File: config.mk
export PLATFORM = sky130hd
export DESIGN_NAME = sleep_wake_sequencer
export DESIGN_NICKNAME = d
export VERILOG_FILES = /design/src/sleep_wake_pkg.sv /design/src/sleep_wake_sequencer.sv
export SDC_FILE = /design/constraint.sdc
export NUM_CORES = 1
export LEC_CHECK = 0
export ABC_AREA = 1
export BUFFER_PORTS_ARGS = -buffer_cell sky130_fd_sc_hd__buf_2
export CAP_MARGIN = 20
export CORE_MARGIN = 2
export CORE_UTILIZATION = 50
export CTS_CLUSTER_DIAMETER = 200
export DETAILED_ROUTE_END_ITERATION = 6
export PLACE_DENSITY = 0.76
export SLEW_MARGIN = 20
export SYNTH_ARGS = -nofsm -noshare
export SYNTH_HDL_FRONTEND = slang
export SYNTH_SLANG_ARGS = --single-unit
File: constraint.sdc
create_clock -name i_clk -period 1.6 [get_ports i_clk]
set_input_delay 0.24 -clock i_clk [delete_from_list [all_inputs] [get_ports i_clk]]
set_output_delay 0.24 -clock i_clk [all_outputs]
set_load 0.01 [all_outputs]
File: src/sleep_wake_pkg.sv
// Constants, state codes and carrier types for the sleep and wake sequencer
`default_nettype none

package sleep_wake_pkg;

    // Register byte offsets, one aligned word each
    localparam logic [4:0] OFF_CONTROL = 5'h00;
    localparam logic [4:0] OFF_STATUS  = 5'h04;
    localparam logic [4:0] OFF_ENABLE  = 5'h08;
    localparam logic [4:0] OFF_DAY     = 5'h0c;
    localparam logic [4:0] OFF_MONTH   = 5'h10;
    localparam logic [4:0] OFF_CENTURY = 5'h14;

    // Control word fields
    localparam int CTL_TYPE_LSB = 0;
    localparam int CTL_TRIG_BIT = 4;

    // Status word fields
    localparam int STS_WAKE_BIT  = 0;
    localparam int STS_PWRB_BIT  = 1;
    localparam int STS_ALARM_BIT = 2;
    localparam int STS_STATE_LSB = 4;
    localparam int STS_TYPE_LSB  = 8;

    // Enable word fields
    localparam int EN_ALARM_BIT  = 0;
    localparam int EN_DEEP_BIT   = 1;
    localparam int EN_EVENTS_LSB = 8;

    // Sleep type encodings
    localparam logic [2:0] TYPE_WORK = 3'h0;
    localparam logic [2:0] TYPE_S1   = 3'h1;
    localparam logic [2:0] TYPE_S2   = 3'h2;
    localparam logic [2:0] TYPE_S3   = 3'h3;
    localparam logic [2:0] TYPE_S4   = 3'h4;
    localparam logic [2:0] TYPE_S5   = 3'h5;

    // Legal alarm byte ranges
    localparam logic [7:0] DAY_BCD_MAX = 8'h31;
    localparam logic [7:0] DAY_BIN_MAX = 8'h1f;
    localparam logic [7:0] MON_BCD_MAX = 8'h12;
    localparam logic [7:0] MON_BIN_MAX = 8'h0c;
    localparam logic [7:0] DAY_FIELD_MASK = 8'h3f;

    // Reset values
    localparam logic [7:0] RST_ALARM_BYTE = 8'hff;
    localparam logic [7:0] RST_CENTURY    = 8'h20;

    // Override hold time
    localparam int CLK_HZ        = 50_000_000;
    localparam int OVR_TIME_S    = 4;
    localparam int OVR_CYCLES    = OVR_TIME_S * CLK_HZ;

    // Sequencer states, gray along work-enter-sleep-wake
    typedef enum logic [2:0] {
        ST_WORK  = 3'b000,
        ST_ENTER = 3'b001,
        ST_SLEEP = 3'b011,
        ST_WAKE  = 3'b010,
        ST_OFF   = 3'b110
    } seq_state_t;

    // Extended alarm bytes, kept in bank 0 of the clock storage
    typedef struct packed {
        logic [7:0] century;
        logic [7:0] month;
        logic [7:0] day;
    } alarm_bytes_t;

endpackage

`default_nettype wire

File: src/sleep_wake_sequencer.sv
// Sleep and wake sequencer with clock alarm wake and power button override
`default_nettype none

// Overview of operation
// Trigger sequences into programmed sleep type
// Software loads sleep type before trigger
// Button held over 4 s forces off
// Override clears power button flag
// Enabled wake event returns sleep to working
// Wake accepted once processor stopped; sets flag
// Software polls wake flag after shallow sleep
// Shallow wake resumes; deeper wake resets processor
// No shallow state means wake flag zero
// Resleep by wake, reprogram, retrigger
// Alarm wakes S1-S3; S4 when flagged
// Every alarm sets alarm flag
// Flag and enable wake unless battery low
// Alarm flag fed by clock interrupt line
// Day alarm ignores bits 6 and 7
// Illegal day byte gives daily alarm
// Illegal month byte ignored in match
// Month alarm comes with day alarm
// Century byte is eight bit value
// Alarm bytes live in bank 0
// Sleep trigger is single-shot command
module sleep_wake_sequencer #(
    parameter int         N_EVENTS   = 4,
    parameter int         OVR_COUNT  = sleep_wake_pkg::OVR_CYCLES,
    parameter logic [5:1] TYPES_SUPP = 5'b11101
) (
    // Clock and reset
    input  wire logic                i_clk,
    input  wire logic                i_nrst,
    // Avalon-MM slave
    input  wire logic [4:0]          i_avs_address,
    input  wire logic                i_avs_read,
    input  wire logic                i_avs_write,
    input  wire logic [31:0]         i_avs_writedata,
    input  wire logic [3:0]          i_avs_byteenable,
    output logic      [31:0]         o_avs_readdata,
    output logic                     o_avs_waitrequest,
    // Platform inputs
    input  wire logic                i_power_button,
    input  wire logic                i_clock_interrupt_line,
    input  wire logic                i_battery_low,
    input  wire logic                i_proc_stopped,
    input  wire logic [N_EVENTS-1:0] i_wake_events,
    input  wire logic [7:0]          i_cur_day,
    input  wire logic [7:0]          i_cur_month,
    // Platform outputs
    output logic                     o_proc_stop,
    output logic                     o_rails_low,
    output logic                     o_cpu_reset,
    output logic [2:0]               o_sleep_type,
    output logic                     o_power_button_override
);
    // Legal alarm byte: BCD or binary 1..max
    function automatic logic byte_legal(
        input logic [7:0] v,
        input logic [7:0] bcd_max,
        input logic [7:0] bin_max
    );
        return (v != 8'h00) && (v <= bin_max
            || (v[3:0] <= 4'h9 && v <= bcd_max));
    endfunction
    sleep_wake_pkg::seq_state_t state_r;
    sleep_wake_pkg::seq_state_t state_nxt;
    sleep_wake_pkg::alarm_bytes_t alarm_r;
    logic [2:0]          type_field_r;
    logic [2:0]          cur_type_r;
    logic                trig_r;
    logic                wake_flag_r;
    logic                pwrb_flag_r;
    logic                alarm_flag_r;
    logic                alarm_en_r;
    logic                deep_wake_r;
    logic [N_EVENTS-1:0] event_en_r;
    logic                pwrb_prev_r;
    logic                irq_prev_r;
    logic [31:0]         hold_cnt_r;
    logic                ovr_done_r;
    logic                bus_req;
    logic                wr_go;
    logic                wr_lane0;
    logic [7:0]          wdat;
    logic                pwrb_edge;
    logic                ovr_fire;
    logic                alarm_event;
    logic                day_hit;
    logic                mon_hit;
    logic                alarm_wake;
    logic                any_wake;
    // Bus handshake, one wait cycle
    assign bus_req  = i_avs_read || i_avs_write;
    assign wr_go    = i_avs_write && !o_avs_waitrequest;
    assign wr_lane0 = wr_go && i_avs_byteenable[0];
    assign wdat     = i_avs_writedata[7:0];
    // One low wait cycle per request
    always_ff @(posedge i_clk or negedge i_nrst)
    begin
        if (!i_nrst)
            o_avs_waitrequest <= 1'b1;
        else
            o_avs_waitrequest <= !(bus_req && o_avs_waitrequest);
    end
    // Read data taken as wait drops
    always_ff @(posedge i_clk or negedge i_nrst)
    begin
        if (!i_nrst)
            o_avs_readdata <= 32'h0;
        else if (i_avs_read && o_avs_waitrequest)
        begin
            o_avs_readdata <= 32'h0;
            if (i_avs_address == sleep_wake_pkg::OFF_CONTROL)
                // Trigger bit always reads zero
                o_avs_readdata[sleep_wake_pkg::CTL_TYPE_LSB +: 3] <= type_field_r;
            else if (i_avs_address == sleep_wake_pkg::OFF_STATUS)
            begin
                // flag hidden without shallow state
                o_avs_readdata[sleep_wake_pkg::STS_WAKE_BIT] <=
                    wake_flag_r && TYPES_SUPP[1];
                o_avs_readdata[sleep_wake_pkg::STS_PWRB_BIT]  <= pwrb_flag_r;
                o_avs_readdata[sleep_wake_pkg::STS_ALARM_BIT] <= alarm_flag_r;
                o_avs_readdata[sleep_wake_pkg::STS_STATE_LSB +: 3] <= state_r;
                o_avs_readdata[sleep_wake_pkg::STS_TYPE_LSB +: 3]  <= cur_type_r;
            end
            else if (i_avs_address == sleep_wake_pkg::OFF_ENABLE)
            begin
                o_avs_readdata[sleep_wake_pkg::EN_ALARM_BIT] <= alarm_en_r;
                o_avs_readdata[sleep_wake_pkg::EN_DEEP_BIT]  <= deep_wake_r;
                o_avs_readdata[sleep_wake_pkg::EN_EVENTS_LSB +: N_EVENTS] <= event_en_r;
            end
            // day and month both present
            else if (i_avs_address == sleep_wake_pkg::OFF_DAY)
                o_avs_readdata[7:0] <= alarm_r.day;
            else if (i_avs_address == sleep_wake_pkg::OFF_MONTH)
                o_avs_readdata[7:0] <= alarm_r.month;
            else if (i_avs_address == sleep_wake_pkg::OFF_CENTURY)
                o_avs_readdata[7:0] <= alarm_r.century;
        end
    end
    // Sleep type and enables
    always_ff @(posedge i_clk or negedge i_nrst)
    begin
        if (!i_nrst)
        begin
            type_field_r <= sleep_wake_pkg::TYPE_WORK;
            alarm_en_r   <= 1'b0;
            deep_wake_r  <= 1'b0;
            event_en_r   <= '0;
        end
        else if (wr_lane0 && i_avs_address == sleep_wake_pkg::OFF_CONTROL)
            type_field_r <= wdat[sleep_wake_pkg::CTL_TYPE_LSB +: 3];
        else if (wr_go && i_avs_address == sleep_wake_pkg::OFF_ENABLE)
        begin
            alarm_en_r  <= i_avs_writedata[sleep_wake_pkg::EN_ALARM_BIT];
            deep_wake_r <= i_avs_writedata[sleep_wake_pkg::EN_DEEP_BIT];
            event_en_r  <= i_avs_writedata[sleep_wake_pkg::EN_EVENTS_LSB +: N_EVENTS];
        end
    end
    // bank 0 alarm bytes
    always_ff @(posedge i_clk or negedge i_nrst)
    begin
        if (!i_nrst)
        begin
            alarm_r.day     <= sleep_wake_pkg::RST_ALARM_BYTE;
            alarm_r.month   <= sleep_wake_pkg::RST_ALARM_BYTE;
            alarm_r.century <= sleep_wake_pkg::RST_CENTURY;
        end
        else if (wr_lane0)
        begin
            if (i_avs_address == sleep_wake_pkg::OFF_DAY)
                alarm_r.day <= wdat;
            else if (i_avs_address == sleep_wake_pkg::OFF_MONTH)
                alarm_r.month <= wdat;
            // century kept as raw eight bits
            else if (i_avs_address == sleep_wake_pkg::OFF_CENTURY)
                alarm_r.century <= wdat;
        end
    end
    // one-cycle trigger pulse
    always_ff @(posedge i_clk or negedge i_nrst)
    begin
        if (!i_nrst)
            trig_r <= 1'b0;
        else
            trig_r <= wr_lane0 && i_avs_address == sleep_wake_pkg::OFF_CONTROL
                && wdat[sleep_wake_pkg::CTL_TRIG_BIT] && state_r == sleep_wake_pkg::ST_WORK;
    end
    // Edge history, idle low
    always_ff @(posedge i_clk or negedge i_nrst)
    begin
        if (!i_nrst)
            {pwrb_prev_r, irq_prev_r} <= 2'b00;
        else
            {pwrb_prev_r, irq_prev_r} <= {i_power_button, i_clock_interrupt_line};
    end
    assign pwrb_edge = i_power_button && !pwrb_prev_r;
    // hold counter, fires once per press
    always_ff @(posedge i_clk or negedge i_nrst)
    begin
        if (!i_nrst)
        begin
            hold_cnt_r <= 32'h0;
            ovr_done_r <= 1'b0;
        end
        else if (!i_power_button)
        begin
            hold_cnt_r <= 32'h0;
            ovr_done_r <= 1'b0;
        end
        else if (ovr_fire)
            ovr_done_r <= 1'b1;
        else if (!ovr_done_r)
            hold_cnt_r <= hold_cnt_r + 32'h1;
    end
    // Held for at least the hold time
    assign ovr_fire = i_power_button && !ovr_done_r && hold_cnt_r >= 32'(OVR_COUNT);
    // alarm from interrupt line edge
    // bits 6 and 7 masked before both uses in the match
    // illegal day byte matches every day
    assign day_hit = !byte_legal(alarm_r.day & sleep_wake_pkg::DAY_FIELD_MASK,
                                 sleep_wake_pkg::DAY_BCD_MAX,
                                 sleep_wake_pkg::DAY_BIN_MAX)
        || (alarm_r.day & sleep_wake_pkg::DAY_FIELD_MASK) == i_cur_day;
    // illegal month byte matches every month
    assign mon_hit = !byte_legal(alarm_r.month, sleep_wake_pkg::MON_BCD_MAX,
                                 sleep_wake_pkg::MON_BIN_MAX)
        || alarm_r.month == i_cur_month;
    assign alarm_event = i_clock_interrupt_line && !irq_prev_r && day_hit && mon_hit;
    // Status flags, W1C, a set beats a clear
    always_ff @(posedge i_clk or negedge i_nrst)
    begin
        if (!i_nrst)
        begin
            wake_flag_r  <= 1'b0;
            pwrb_flag_r  <= 1'b0;
            alarm_flag_r <= 1'b0;
        end
        else
        begin
            if (wr_lane0 && i_avs_address == sleep_wake_pkg::OFF_STATUS)
            begin
                if (wdat[sleep_wake_pkg::STS_WAKE_BIT])
                    wake_flag_r <= 1'b0;
                if (wdat[sleep_wake_pkg::STS_PWRB_BIT])
                    pwrb_flag_r <= 1'b0;
                if (wdat[sleep_wake_pkg::STS_ALARM_BIT])
                    alarm_flag_r <= 1'b0;
            end
            // flag set as the wake is taken
            if (state_r == sleep_wake_pkg::ST_SLEEP && any_wake)
                wake_flag_r <= 1'b1;
            // override clears the button flag
            if (ovr_fire)
                pwrb_flag_r <= 1'b0;
            else if (pwrb_edge)
                pwrb_flag_r <= 1'b1;
            // set regardless of the wake enable
            if (alarm_event)
                alarm_flag_r <= 1'b1;
        end
    end
    // S4 alarm wake only with the deep flag set
    // flag and enable wake, battery low blocks it
    assign alarm_wake = alarm_flag_r && alarm_en_r && !i_battery_low
        && (cur_type_r <= sleep_wake_pkg::TYPE_S3
            || (cur_type_r == sleep_wake_pkg::TYPE_S4 && deep_wake_r));
    // enabled events, alarm or button press wake
    assign any_wake = alarm_wake || pwrb_edge || |(i_wake_events & event_en_r);
    // Sequencer next state; override beats everything
    always_comb
    begin
        state_nxt = state_r;
        case (state_r)
            sleep_wake_pkg::ST_WORK:
                // trigger starts entry
                if (trig_r)
                    state_nxt = sleep_wake_pkg::ST_ENTER;
            sleep_wake_pkg::ST_ENTER:
                // sleep counts only once processor stopped
                if (i_proc_stopped)
                    state_nxt = (cur_type_r == sleep_wake_pkg::TYPE_S5)
                        ? sleep_wake_pkg::ST_OFF : sleep_wake_pkg::ST_SLEEP;
            sleep_wake_pkg::ST_SLEEP:
                // return to working on wake
                if (any_wake)
                    state_nxt = sleep_wake_pkg::ST_WAKE;
            sleep_wake_pkg::ST_WAKE:
                state_nxt = sleep_wake_pkg::ST_WORK;
            sleep_wake_pkg::ST_OFF:
                if (pwrb_edge && !ovr_fire)
                    state_nxt = sleep_wake_pkg::ST_WAKE;
            default:
                state_nxt = sleep_wake_pkg::ST_WORK;
        endcase
        // unconditional off on override
        if (ovr_fire)
            state_nxt = sleep_wake_pkg::ST_OFF;
    end
    // State register
    always_ff @(posedge i_clk or negedge i_nrst)
    begin
        if (!i_nrst)
            state_r <= sleep_wake_pkg::ST_WORK;
        else
            state_r <= state_nxt;
    end
    // latch type as entry starts
    // new type only after a wake back to working
    always_ff @(posedge i_clk or negedge i_nrst)
    begin
        if (!i_nrst)
            cur_type_r <= sleep_wake_pkg::TYPE_WORK;
        else if (ovr_fire)
            cur_type_r <= sleep_wake_pkg::TYPE_S5;
        else if (state_r == sleep_wake_pkg::ST_WORK && trig_r)
            cur_type_r <= type_field_r;
        else if (state_r == sleep_wake_pkg::ST_WAKE)
            cur_type_r <= sleep_wake_pkg::TYPE_WORK;
    end
    // Platform controls from the next state
    always_ff @(posedge i_clk or negedge i_nrst)
    begin
        if (!i_nrst)
        begin
            o_proc_stop  <= 1'b0;
            o_rails_low  <= 1'b0;
            o_sleep_type <= sleep_wake_pkg::TYPE_WORK;
        end
        else
        begin
            o_proc_stop <= state_nxt == sleep_wake_pkg::ST_ENTER
                || state_nxt == sleep_wake_pkg::ST_SLEEP
                || state_nxt == sleep_wake_pkg::ST_OFF;
            // Shallow sleep keeps rails so context survives
            o_rails_low <= state_nxt == sleep_wake_pkg::ST_OFF
                || (state_nxt == sleep_wake_pkg::ST_SLEEP
                    && cur_type_r >= sleep_wake_pkg::TYPE_S2);
            o_sleep_type <= (state_nxt == sleep_wake_pkg::ST_OFF)
                ? sleep_wake_pkg::TYPE_S5
                : (state_nxt == sleep_wake_pkg::ST_WORK)
                    ? sleep_wake_pkg::TYPE_WORK : (trig_r ? type_field_r : cur_type_r);
        end
    end
    // reset pulse on deep wake
    always_ff @(posedge i_clk or negedge i_nrst)
    begin
        if (!i_nrst)
            o_cpu_reset <= 1'b0;
        else
            o_cpu_reset <= state_r == sleep_wake_pkg::ST_WAKE
                && (cur_type_r >= sleep_wake_pkg::TYPE_S2
                    || cur_type_r == sleep_wake_pkg::TYPE_WORK);
    end
    // One-cycle override notice
    always_ff @(posedge i_clk or negedge i_nrst)
    begin
        if (!i_nrst)
            o_power_button_override <= 1'b0;
        else
            o_power_button_override <= ovr_fire;
    end
endmodule
`default_nettype wire

Yosys cells after proc, flatten, opt, wreduce, memory -nomap -nowiden
Cells that the tools add are included.
{"block": "word_totals", "mem_count": 0, "in_bits": 69, "word_cells": 170, "latchBits": 0, "ramBits": 0, "ff_bits": 98, "rom_bits": 0, "output_inout_bits": 40}
{"block": "classes", "n_eq_ne": 19, "n_mul": 0, "muxes": 42, "n_div": 0, "n_bitwise": 4, "n_addsub": 1, "n_shift": 0, "n_lt_le_gt_ge": 9, "reduce_logical": 71}
{"op": "32-bit 2-to-1 mux", "count": 3}
{"op": "3-bit 2-to-1 mux", "count": 16}
{"op": "32-bit by 1-bit adder with 32-bit output (second input constant)", "count": 1}
{"op": "32-bit by 28-bit greater-or-equal comparator with 1-bit output (second input constant)", "count": 1}
{"op": "1-bit logical AND", "count": 28}
{"op": "8-bit 2-to-1 mux", "count": 3}
{"op": "8-bit nonzero test", "count": 2}
{"op": "1-bit 2-to-1 mux", "count": 15}
{"op": "3-bit equality test (second input constant)", "count": 4}
{"op": "1-bit logical OR", "count": 12}
{"op": "3-bit one-hot mux with 4 select lines", "count": 1}
{"op": "2-bit AND reduction", "count": 6}
{"op": "5-bit by 4-bit equality test with 1-bit output (second input constant)", "count": 2}
{"op": "5-bit equality test (second input constant)", "count": 2}
{"op": "3-bit by 2-bit equality test with 1-bit output (second input constant)", "count": 3}
{"op": "1-bit zero test", "count": 9}
{"op": "3-bit zero test", "count": 3}
{"op": "9-bit 2-to-1 mux", "count": 1}
{"op": "3-bit nonzero test", "count": 3}
{"op": "6-bit by 8-bit equality test with 1-bit output", "count": 1}
{"op": "8-bit equality test", "count": 1}
{"op": "4-bit less-or-equal comparator (second input constant)", "count": 2}
{"op": "8-bit by 4-bit less-or-equal comparator with 1-bit output (second input constant)", "count": 1}
{"op": "8-bit by 5-bit less-or-equal comparator with 1-bit output (second input constant)", "count": 1}
{"op": "18 further kinds", "count": 25}

Depth between registers and ports, before layout
{"block": "logic_depth", "word_depth": 12, "depth_mapped": 12}

Worst setup path before layout
Ideal clock, no wire load.
{"block": "synth_timing", "kind": "register to register", "startpoint": "register hold_cnt_r[0]", "endpoint": "register hold_cnt_r[14]", "path_stages_with_launch": 9, "setup_time_ns": 0.128, "synth_period_minus_slack_ns": 1.459, "path_slack_ns": 0.141, "arrival_time_ns": 1.332, "path_buffers": 0, "cell_sequence": "dfrtp_1 > ha_1 > nand3_1 > nor2_1 > nand3_1 > xor2_1 > nor2_1 > nand2_1 > o21ai_0"}
{"block": "synth_via", "elab_chain_cells": 4, "word_cells_on_any_way": 8, "cone_classes": "1 x add/sub; 1 x order compare; 1 x eq/ne; 3 x mux; 2 x reduce/logical"}
{"item": "start: declaration", "line_no": "sleep_wake_sequencer.sv:80", "source": "logic [31:0] hold_cnt_r;"}
{"item": "start signal: assignment", "line_no": "sleep_wake_sequencer.sv:215", "source": "hold_cnt_r <= hold_cnt_r + 32'h1;"}
{"item": "32-bit by 1-bit adder with 32-bit output / 32-bit by 28-bit greater-or-equal comparator with 1-bit output (equally long branches)", "line_no": "sleep_wake_sequencer.sv:215, sleep_wake_sequencer.sv:218"}
{"item": "32-bit 2-to-1 mux / 1-bit logical AND (equally long branches)", "line_no": "sleep_wake_sequencer.sv:214, sleep_wake_sequencer.sv:218"}
{"item": "32-bit 2-to-1 mux / 2-bit != test (equally long branches)"}
{"item": "32-bit 2-to-1 mux / 2-bit AND reduction (equally long branches)"}
Parallel ways exist; a longest one is shown, timed or not. The select of a mux whose other input is x is not followed.
A chain may end at the register's enable or synchronous reset.

Worst setup path in the final report
{"block": "layout_timing", "startpoint": "register hold_cnt_r[9]", "endpoint": "register hold_cnt_r[11]"}
The elaborated chain is that of the path after synthesis.

==> metrics <==
status finished, violations left; failing checks negative setup slack; area delta synth->final 18.9%; Seq cells post-synth 98; DIE AREA 11900 µm²; # clock sinks 98; I/O Buffers 65; crit-path max FO 4; Yosys cell types 33; Syn. warnings 0; Cell Chain, Critical Path inv_1, nor3_1, nand2_1, nor2_1, xnor2_1, nor2_1, nand2_1, nand2_1; clock-pin transition on the worst setup and hold timing paths 0.10 ns; CTS H-tree lvls 3; Core Region 10800 µm²; post-synthesis simple-gate area fraction 33.0%; share of cells above drive strength 1 20.4%; vias per cell 5.07; final setup fails 1; Synth Area in XOR/XNOR 2.71%; CP top delay family simple AND/OR/NAND/NOR gates; Final Util 60.6%; RSZ-0062 raised after global routing true; initial DRC count 240; number of max-cap violations 0; reg2reg path depth 8; Reg-to-Reg Start hold_cnt_r[9]$_DFFE_PN0P_; vias in the first global route 4906; worst vdd ir 442 µV; Final Hold Vio Count 0; critical path type flip-flop to flip-flop; first-pass GRT wire length 22000 µm; Comb power frac 13.5%; Setup crit end kind flip-flop; Final Wtd Congestion 0.959; Net Sw Power 1.49 mW; hold endpoint o_avs_waitrequest$_DFF_PN1_; fillers 1006; die width 109 µm; Gate Count Post-Synth 762; antenna violations before repair 0; Multi-input gate area 2600 µm²; Finished Layout Cells 1018; Fin Hold WS 0.0318 ns; Fmax achieved 620 MHz; Cell Rows 38; worst flop-to-flop path endpoint hold_cnt_r[11]$_DFFE_PN0P_; post-detail-place hpwl 9750 µm; syn_area_per_cell 7.22 µm²; Clock Skews 0.0174 ns; Final TNS setup -0.0116 ns; sw frac 29.8%; cell mode on critical path nand2_1; Max Buffers Root-to-Sink 2; Mapped Area 5500 µm²; total CTS buffers 9; total power 5.00 mW; Critical Path Start Type flip-flop; worst path bufs/invs 1; Hold Crit Class input pin to flip-flop; Pre-Repair DR Iteration Count 5; Worst path slowest cell dfrtp_1; Worst path max stage delay 0.41 ns; Placed Cells 997; register area 2480 µm²; Power Density 764 nW/µm²; Tmin final 1.61 ns; Synth Area in Compound Gates 8.53%; Crit path required time 1.87 ns; Slew Viols, Final 0; Arr. time, crit path 1.88 ns; Int Power 3.51 mW; M2 GR Usage 38.3%; register area share after synthesis 45.0%; mux cell area share after synthesis 0.205%; largest family of logic cells by synthesized area simple AND/OR/NAND/NOR gates; ranking of synthesized cells by area dfrtp_1 (36%), nand2_1 (18%), dfstp_2 (8.6%), inv_1 (6.0%), nor2_1 (5.9%); Cells on Worst Hold Path 2; post-synthesis adder-cell area fraction 0.455%; top-area cell type share of the netlist area 36.4%; wirelength, routed 13200 µm; Min-Delay Startpoint i_avs_write; Die Height 109 µm; GRT overflow 0; global-route usage over all layers 23.4%; busiest grt layer met2; Initial Util 51.0%; # IOs 109; P_leak 3.45 nW; Yosys top cell by area dfrtp_1; drt drc 0; pin count of the biggest net entering global routing 31; Setup WS pre-CTS -0.0227 ns; ant diodes 0; Reg power frac 55.6%; met1 Track Usage GR 31.7%; Avg WL per Cell 12.9 µm; R2R Setup Slk -0.01 ns; Final period util 101%; Root Driver clkbuf_8; worst skew pair latency 0.37 ns; worst setup margin -0.0116 ns; clock power share 30.9%; CTS tree done; Design Area, Final 6540 µm²; Vias 5165; Post-DP Area 6230 µm²; Layout Nets 944; post-route ant nets 0; met3 global-route usage 3.17%
-- worst register-to-register path: cells and delay by family (launching register included) --
kind | cells | cell delay [ns]
xor+xnor | 1 | 0.16
buf+inv | 1 | 0.11
flops | 1 | 0.41
simple gates | 6 | 0.85
-- state kept, by name (all words and copies together) (netlist names), 3 cells and up --
name / count
type_field_r: 3
o_avs_readdata: 12
hold_cnt_r: 32
o_sleep_type: 3
event_en_r: 4
state_r: 3
alarm_r: 24
cur_type_r: 3
-- power groups by stage --
stage | sequential, mW | combinational [mW] | clock, mW
after floorplan | 2.81 | 0.426 | 0
after global placement | 2.82 | 0.655 | 0
after detailed placement | 2.82 | 0.667 | 0
after CTS | 2.78 | 0.675 | 1.57
after global routing | 2.80 | 0.783 | 1.66
final | 2.78 | 0.673 | 1.54
-- synthesized netlist by cell type (all sizes together) --
cell,number
ha,2
o211ai,6
xor2,11
o21ai,65
nand3,42
nor3b,2
inv,89
o22ai,1
nand4,20
nor4,1
buf,27
nor2,91
nand2,261
a211oi,1
mux2,1
dfstp,18
a31oi,1
dfrtp,80
or2,3
conb,1
a21oi,14
xnor2,6
clkbuf,5
nor3,14
-- area by class of cell --
| cell class | instances | share of cell area (%) |
|---|---|---|
| clock buffers | 9 | 1.89 |
| clock inverters | 7 | 0.937 |
| inverters | 89 | 5.11 |
| multi-input cells | 562 | 39.7 |
| flip-flops and latches | 98 | 37.9 |
| well taps | 140 | 2.68 |
| repair buffers | 113 | 11.8 |
-- cells in the final DEF (no fill, tap or decap), types with 2 or more instances in the layout --
master,Yosys,layout
a21oi_1,14,14
buf_12,0,4
buf_2,3,64
buf_4,22,40
clkbuf_8,0,9
clkinv_4,0,4
conb_1,1,20
dfrtp_1,80,79
dfstp_2,18,18
dlygate4sd3_1,0,2
ha_1,2,2
inv_1,88,85
inv_2,1,4
inv_8,0,2
nand2_1,259,248
nand2_2,2,11
nand2_4,0,2
nand3_1,42,41
nand4_1,20,20
nor2_1,87,82
nor2_2,2,7
nor2_8,2,2
nor3_1,14,14
o211ai_1,5,5
o21ai_0,64,63
or2_2,3,3
xnor2_1,6,6
xor2_1,11,11
-- how the worst max path moves through the flow --
| stage | start | to | slack [ns] | cells after the start |
|---|---|---|---|---|
| finish | hold_cnt_r[9]$_DFFE_PN0P_ | hold_cnt_r[11]$_DFFE_PN0P_ | -0.01 | 8 |
| detailed placement | hold_cnt_r[28]$_DFFE_PN0P_ | hold_cnt_r[13]$_DFFE_PN0P_ | -0.02 | 10 |
| floorplan | hold_cnt_r[0]$_DFFE_PN0P_ | hold_cnt_r[14]$_DFFE_PN0P_ | 0.14 | 8 |
| CTS | hold_cnt_r[29]$_DFFE_PN0P_ | hold_cnt_r[15]$_DFFE_PN0P_ | 0.001 | 11 |
| global route | hold_cnt_r[2]$_DFFE_PN0P_ | hold_cnt_r[15]$_DFFE_PN0P_ | -0.13 | 7 |
| global placement | hold_cnt_r[28]$_DFFE_PN0P_ | hold_cnt_r[17]$_DFFE_PN0P_ | 0.03 | 10 |
-- repair_timing --
item | CTS | global route
resized for setup | 6 | 21
pin swaps | 4 | 5
cloned | 0 | 1
hold buffers | 2 | 0
hold endpoints to repair | 11 | 0
endpoints found under the setup margin | 14 | 49
buffers inserted | 0 | 2
-- logic make-up (layout without fill, tap and decap cells) --
| family | after synthesis | count (layout) |
|---|---|---|
| and+or+nand+nor | 434 | 434 |
| AOI/OAI and AO/OA | 88 | 88 |
| xor gates and xnor gates | 17 | 17 |
| muxes | 1 | 1 |
| buffers and inverters | 121 | 218 |
| other | 1 | 20 |
| DFF | 98 | 98 |
| adders and majority gates | 2 | 2 |
-- metal layers --
metal	vias up	routed length, µm
met5	-	0
met4	0	265
met3	28	853
met2	178	6140
met1	2368	5910
li1	2591	-
Power figures use the tool's default switching activity.
